<file path="config.mk">
export PLATFORM = sky130hd
export DESIGN_NAME = insulation_alarm_sequencer
export DESIGN_NICKNAME = d
export VERILOG_FILES = /design/src/hdl/ins_alarm_pkg.sv /design/src/hdl/insulation_alarm_sequencer.sv
export SDC_FILE = /design/constraint.sdc
export NUM_CORES = 1
export LEC_CHECK = 0
export ABC_AREA = 1
export BUFFER_PORTS_ARGS = -buffer_cell sky130_fd_sc_hd__clkbuf_2
export CORE_MARGIN = 10
export CORE_UTILIZATION = 40
export DETAILED_ROUTE_END_ITERATION = 6
export HOLD_SLACK_MARGIN = 0.12
export PLACE_DENSITY = 0.67
export RECOVER_POWER = 25
export SLEW_MARGIN = 20
export SYNTH_ARGS = -nofsm -noshare
export SYNTH_HDL_FRONTEND = slang
export SYNTH_SLANG_ARGS = --single-unit
</file>
<file path="constraint.sdc">
create_clock -name mclk -period 1.65 [get_ports mclk]
set_clock_uncertainty 0.1 [all_clocks]
set_input_delay 0.33 -clock mclk [delete_from_list [all_inputs] [get_ports mclk]]
set_output_delay 0.33 -clock mclk [all_outputs]
set_load 0.01 [all_outputs]
</file>
<file path="src/hdl/ins_alarm_pkg.sv">
// constants shared by the insulation alarm sequencer
package ins_alarm_pkg;
  // ---------------------------------------------------------------
  // timing
  // ---------------------------------------------------------------
  localparam int unsigned CLK_HZ = 250_000_000;
  localparam int unsigned DELAY_W = 48;
  // delay setting is given in milliseconds
  localparam int unsigned CYCLES_PER_MS = CLK_HZ / 1000;
  localparam logic [DELAY_W-1:0] DELAY_MS_DEFAULT = 48'h0000_0000_0000;
  // longest allowed delay: 120 minutes
  localparam logic [DELAY_W-1:0] DELAY_MS_MAX = 48'h0000_006D_DD00;
  // ---------------------------------------------------------------
  // states
  // ---------------------------------------------------------------
  typedef enum logic [1:0] {
    ST_NORMAL,
    ST_DELAY,
    ST_ALARM,
    ST_ACKED
  } alarm_state_t;
endpackage

</file>
<file path="src/hdl/insulation_alarm_sequencer.sv">
// insulation alarm sequencing: thresholds, delay, acknowledge, transient flag

module insulation_alarm_sequencer #(
  parameter int unsigned DELAY_W = ins_alarm_pkg::DELAY_W
) (
  input wire logic mclk,
  input wire logic rst_n,
  input wire logic clk_en,
  input wire logic below_prev_thr,
  input wire logic below_ins_thr,
  input wire logic ack_button,
  input wire logic [DELAY_W-1:0] ins_delay_cycles,
  input wire logic prev_relay_ack_en,
  input wire logic insulation_alarm_relay_setting,
  output logic prev_relay,
  output logic prev_led,
  output logic ins_relay,
  output logic ins_led,
  output logic transient_pulse,
  output logic [1:0] alarm_state
);

  // elaboration check: the counter compare is not served beyond 64 bits
  if (DELAY_W < 2 || DELAY_W > 64)
  begin : g_bad_delay_w
    $error("DELAY_W must be 2..64");
  end

  ins_alarm_pkg::alarm_state_t state_q;
  logic [DELAY_W-1:0] cnt_q;
  logic ack_seen_q;
  logic prev_acked_q;

  // ---------------------------------------------------------------
  // insulation alarm state machine
  // ---------------------------------------------------------------
  always_ff @(posedge mclk or negedge rst_n)
  begin
    if (!rst_n)
      state_q <= ins_alarm_pkg::ST_NORMAL;
    else if (clk_en)
    begin
      case (state_q)
        ins_alarm_pkg::ST_NORMAL:
        begin
          if (below_ins_thr)
            state_q <= ins_alarm_pkg::ST_DELAY;
        end
        ins_alarm_pkg::ST_DELAY:
        begin
          if (!below_ins_thr)
            state_q <= ins_alarm_pkg::ST_NORMAL;
          else if (cnt_q >= ins_delay_cycles)
            state_q <= ins_alarm_pkg::ST_ALARM;
        end
        ins_alarm_pkg::ST_ALARM:
        begin
          if (!below_ins_thr)
            state_q <= ins_alarm_pkg::ST_NORMAL;
          else if (ack_button)
            state_q <= ins_alarm_pkg::ST_ACKED;
        end
        ins_alarm_pkg::ST_ACKED:
        begin
          if (!below_ins_thr)
            state_q <= ins_alarm_pkg::ST_NORMAL;
        end
        default:
          state_q <= ins_alarm_pkg::ST_NORMAL;
      endcase
    end
  end

  // ---------------------------------------------------------------
  // delay counter
  // ---------------------------------------------------------------
  // counts from ST_DELAY entry; a zero setting alarms on the edge after ST_DELAY is entered
  always_ff @(posedge mclk or negedge rst_n)
  begin
    if (!rst_n)
      cnt_q <= '0;
    else if (clk_en)
    begin
      if (state_q == ins_alarm_pkg::ST_DELAY && below_ins_thr)
        cnt_q <= cnt_q + DELAY_W'(1);
      else
        cnt_q <= '0;
    end
  end

  // ---------------------------------------------------------------
  // acknowledge bookkeeping and transient flag
  // ---------------------------------------------------------------
  always_ff @(posedge mclk or negedge rst_n)
  begin
    if (!rst_n)
      ack_seen_q <= 1'b0;
    else if (clk_en)
    begin
      if (state_q == ins_alarm_pkg::ST_ALARM && ack_button)
        ack_seen_q <= 1'b1;
      else if (state_q == ins_alarm_pkg::ST_NORMAL)
        ack_seen_q <= 1'b0;
    end
  end

  always_ff @(posedge mclk or negedge rst_n)
  begin
    if (!rst_n)
      transient_pulse <= 1'b0;
    else if (clk_en)
      transient_pulse <= (state_q == ins_alarm_pkg::ST_ALARM) && !below_ins_thr
                         && !ack_seen_q;
    else
      transient_pulse <= 1'b0;
  end

  // preventive relay may be acknowledged alongside the insulation alarm
  always_ff @(posedge mclk or negedge rst_n)
  begin
    if (!rst_n)
      prev_acked_q <= 1'b0;
    else if (clk_en)
    begin
      if (!below_prev_thr)
        prev_acked_q <= 1'b0;
      else if (state_q == ins_alarm_pkg::ST_ALARM && ack_button && below_ins_thr
               && prev_relay_ack_en)
        prev_acked_q <= 1'b1;
    end
  end

  // ---------------------------------------------------------------
  // relay and indicator outputs
  // ---------------------------------------------------------------
  // relays stay energised after ack when not configured to revert
  always_ff @(posedge mclk or negedge rst_n)
  begin
    if (!rst_n)
    begin
      prev_relay <= 1'b0;
      prev_led <= 1'b0;
      ins_relay <= 1'b0;
      ins_led <= 1'b0;
      alarm_state <= 2'h0;
    end
    else if (clk_en)
    begin
      prev_led <= below_prev_thr;
      prev_relay <= below_prev_thr && !prev_acked_q;
      ins_led <= (state_q == ins_alarm_pkg::ST_ALARM)
                 || (state_q == ins_alarm_pkg::ST_ACKED);
      ins_relay <= (state_q == ins_alarm_pkg::ST_ALARM)
                   || (state_q == ins_alarm_pkg::ST_ACKED
                       && !insulation_alarm_relay_setting);
      alarm_state <= state_q;
    end
  end

  // ---------------------------------------------------------------
  // assertions
  // ---------------------------------------------------------------
  property p_prev_follow;
    @(posedge mclk) disable iff (!rst_n)
      clk_en && below_prev_thr |=> prev_led;
  endproperty
  a_prev_follow: assert property (p_prev_follow) else $error("preventive led missing");

  property p_alarm_entry;
    @(posedge mclk) disable iff (!rst_n)
      clk_en && state_q == ins_alarm_pkg::ST_DELAY && below_ins_thr
      && cnt_q >= ins_delay_cycles |=> state_q == ins_alarm_pkg::ST_ALARM;
  endproperty
  a_alarm_entry: assert property (p_alarm_entry) else $error("alarm not entered");

  property p_no_early;
    @(posedge mclk) disable iff (!rst_n)
      state_q == ins_alarm_pkg::ST_ALARM && $past(state_q) == ins_alarm_pkg::ST_DELAY
      |-> $past(cnt_q) >= $past(ins_delay_cycles);
  endproperty
  a_no_early: assert property (p_no_early) else $error("alarm before delay");

  property p_ack_revert;
    @(posedge mclk) disable iff (!rst_n)
      clk_en && state_q == ins_alarm_pkg::ST_ALARM && ack_button && below_ins_thr
      && insulation_alarm_relay_setting ##1 clk_en && insulation_alarm_relay_setting
      |=> !ins_relay;
  endproperty
  a_ack_revert: assert property (p_ack_revert) else $error("relay kept after ack");

  property p_ack_hold;
    @(posedge mclk) disable iff (!rst_n)
      clk_en && state_q == ins_alarm_pkg::ST_ACKED && below_ins_thr
      && !insulation_alarm_relay_setting |=> ins_relay;
  endproperty
  a_ack_hold: assert property (p_ack_hold) else $error("relay reverted");

  property p_clear;
    @(posedge mclk) disable iff (!rst_n)
      clk_en && !below_ins_thr ##1 clk_en && !below_ins_thr |=> !ins_led;
  endproperty
  a_clear: assert property (p_clear) else $error("led stays on");

  property p_transient;
    @(posedge mclk) disable iff (!rst_n)
      clk_en && state_q == ins_alarm_pkg::ST_ALARM && !below_ins_thr && !ack_seen_q
      |=> transient_pulse;
  endproperty
  a_transient: assert property (p_transient) else $error("transient missed");

  property p_cancel;
    @(posedge mclk) disable iff (!rst_n)
      clk_en && state_q == ins_alarm_pkg::ST_DELAY && !below_ins_thr
      |=> state_q == ins_alarm_pkg::ST_NORMAL && cnt_q == '0;
  endproperty
  a_cancel: assert property (p_cancel) else $error("delay not cancelled");

  property p_cov_alarm;
    @(posedge mclk) disable iff (!rst_n) state_q == ins_alarm_pkg::ST_ALARM;
  endproperty
  c_cov_alarm: cover property (p_cov_alarm);

  property p_cov_ack;
    @(posedge mclk) disable iff (!rst_n) state_q == ins_alarm_pkg::ST_ACKED;
  endproperty
  c_cov_ack: cover property (p_cov_ack);

  property p_cov_trans;
    @(posedge mclk) disable iff (!rst_n) transient_pulse;
  endproperty
  c_cov_trans: cover property (p_cov_trans);

endmodule // insulation_alarm_sequencer
</file>
==> flow_metrics.py <==
metrics = {
    "layout": {
        "areaGrowthSynthToFinish_pct": 64.9,
        "diodes": 0,
        "fin_nets": 991,
        "postLayoutCoreUtil_pct": 66.9,
        "fin_area_um2": 7600,
        "fillCellCount": 897,
        "drive_above_1_share_pct": 47.3,
    },
    "clock_tree": {
        "clkLatencyLatePin_ns": 0.33,
        "htree_levels": 3,
        "cts.sink_count": 59,
        "cts.path.max_buffers": 2,
        "cts_buffers": 9,
        "cts_root_buf": "clkbuf_16",
        "cts_tree": "yes",
        "clkSlewWorstSetupHoldPaths_ns": 0.06,
    },
    "die": {
        "fp.dieH_um": 127,
        "design.core.area_um2": 11400,
        "ioPinCount": 63,
        "start_util_pct": 40.6,
        "rows": 39,
        "die-area_um2": 16200,
        "die_w_um": 127,
    },
    "grt": {
        "grt_pass1_vias": 5536,
        "grt_antenna_before_repair": 0,
        "grt_max_degree": 60,
        "grt_pass1_wl_um": 25500,
        "grt_usage_pct": 18.8,
        "overflow": 0,
    },
    "sta": {
        "maxSlewViolCount": 0,
        "rsz0062_at_grt": "yes",
        "worst_slack_ns": -0.422,
        "finalSetupViolations": 39,
        "hold_viol": 0,
        "setup_tns_ns": -9.30,
        "finalWorstPathRequiredPeriod_ns": 2.07,
        "relSlewSlack_pct": 42.6,
        "worstMarginPinSlew_ns": 0.861,
        "timing.final.crit_share_pct": 126,
        "maxClockFrequency_mhz": 483,
    },
    "placed_design": {
        "gp_routability_congestion": 0.886,
        "dpl.hpwl_um": 11100,
        "port_buffers": 62,
        "placed_area_um2": 6060,
        "place_ws_ns": -0.484,
    },
    "synth": {
        "yosys_warnings": 0,
        "yosys-top-cells-area": "dfrtp_1 (32%), ha_1 (13%), nand2_1 (12%)",
        "synth-seq-cells": 59,
        "ys_seq_area_share_pct": 32.0,
        "syn_area_per_cell_um2": 7.01,
        "synth.net_count": 763,
        "async_flop_share_pct": 100,
        "syn_inst": 658,
        "yosys-top-cells-count": "nand2_1 (149), inv_1 (114), nor2_1 (68)",
        "yosysTopAreaCell": "dfrtp_1",
        "syn_area_um2": 4610,
        "synth_cell_type_count": 36,
        "synth_top_area_share_pct": 32.0,
        "synth_edf_count": 0,
        "yosys.cell_count.top_type": "nand2_1",
        "synth_top_flop_cell": "dfrtp_1",
    },
    "route": {
        "wl_um": 16200,
        "routed_via_density": 5.17,
        "drtPass1Iterations": 5,
        "drc_errors": 0,
        "via_count": 5350,
        "antenna_left": 0,
        "initialDrtViolationCount": 365,
        "post_drt_wl_per_cell_um": 15.7,
    },
    "worst_hold_path": {
        "hold_class": "in -> reg",
    },
    "setup_path": {
        "cp.arrival_ns": 2.21,
        "cp-start-kind": "flip-flop",
        "cp_max_fo": 4,
        "required_ns": 1.79,
        "crit_path_end_kind": "flip-flop",
        "critical_path_class": "reg -> reg",
    },
    "power_and_ir_drop": {
        "vdd_drop_max_mv": 0.587,
        "leakage_nw": 4.12,
        "powerDensity_nw_per_um2": 598,
        "totalPowerFinal_mw": 4.55,
    },
    "status": {
        "violations": "setup timing",
        "status": "finished with violations",
    },
    "run": {
        "maxCapViolations": 0,
    },
}
## timing repair
item                                   4_1_cts  5_1_grt
endpoints found under the hold margin       59        0
hold buffers                                 1        0
setup endpoints to repair                   39       45
gates resized for setup                    146      125
pin swaps                                   56       62
buffers inserted                            21       28
## placed cells by master, fill, tap and decap left out, types with 3 or more instances in the layout
master / count
nor2_4: 23
clkinv_2: 3
dfrtp_1: 52
ha_1: 42
nor3_2: 9
clkbuf_16: 9
nor3_1: 10
a21oi_2: 15
buf_4: 125
a21o_1: 3
o21ai_1: 10
nand2_4: 20
o21ai_2: 13
nor3_4: 11
inv_1: 103
nor4_2: 3
nor2_1: 41
clkbuf_2: 61
ha_4: 6
a211oi_2: 3
nand3_1: 11
a21oi_1: 32
nand2_2: 24
nand3_2: 10
o21ai_0: 11
nand2_1: 111
nand4_1: 25
dfrtp_2: 7
o21a_1: 5
nand3_4: 3
inv_2: 12
buf_6: 33
nor2_2: 15
## state kept, by name, indices dropped and copies added (netlist names)
name / cells
cnt_q: 48
alarm_state: 2
state_q: 2
ack_seen_q: 1
ins_led: 1
ins_relay: 1
prev_acked_q: 1
prev_led: 1
prev_relay: 1
transient_pulse: 1
## worst paths after layout
check	cells past startpoint	from	end	slack (ns)
worst max-delay path	11	cnt_q[1]	cnt_q[11]	-0.42
worst min-delay path	3	below_prev_thr	prev_led	0.14
worst max register to register	11	cnt_q[1]	cnt_q[11]	-0.42
worst min register to register	1	ack_seen_q	transient_pulse	0.33
max in group asynchronous	3	rst_n	cnt_q[47]	0.19
min in group asynchronous	3	rst_n	cnt_q[9]	0.66
## cell type report
type,count,area (um2),share of cell area (%)
clock inverters,7,92.6,1.22
multi-input cells,474,3510,46.1
repair buffers,224,1660,21.8
flip-flops and latches,59,1490,19.5
inverters,118,454,5.97
well taps,143,179,2.35
clock buffers,9,225,2.96
## worst max-delay path, cell delays in order, from the launching register on
cell      delay, ns
dfrtp_2        0.42
buf_6          0.13
nand2_4        0.05
nor2_4         0.13
nand2_4        0.08
buf_6          0.13
buf_6          0.11
nor3_4         0.18
nor3b_2        0.22
buf_4          0.17
a21oi_2        0.06
a211oi_2       0.20
## through the flow
step	hold slack, ns	instances
final	0.140	1034
after CTS	0.139	1018
after global placement	0.270	983
after detailed placement	0.272	983
after floorplan	-0.0656	658
after global routing	0.155	1034
## power by group
| group | leakage [nW] | switching, mW | internal, mW |
|---|---|---|---|
| Clock | 0.159 | 0.737 | 1.32 |
| Sequential | 0.802 | 0.0773 | 1.53 |
| Combinational | 3.16 | 0.522 | 0.360 |
| Total | 4.12 | 1.34 | 3.21 |
## metal layers
layer | wire (um) | global-route usage (%) | part of all wire (%)
met1 | 6720 | 21.7 | 42
met2 | 8340 | 34.1 | 52
met4 | 342 | 5.43 | 2.1
met3 | 786 | 4.05 | 4.9
met5 | 0 | 0 | 0
## logic make-up (layout without fill, tap and decap cells)
logic type      count (synthesis)  count (layout)  share of synthesized area, %
simple gates                  324             324                          32.4
buf+inv                       125             358                          10.2
compound gates                100             100                          11.9
flops                          59              59                          32.0
fa+ha+maj                      49              49                          13.3
xor+xnor                        1               1                         0.190
Power figures use the tool's default switching activity.
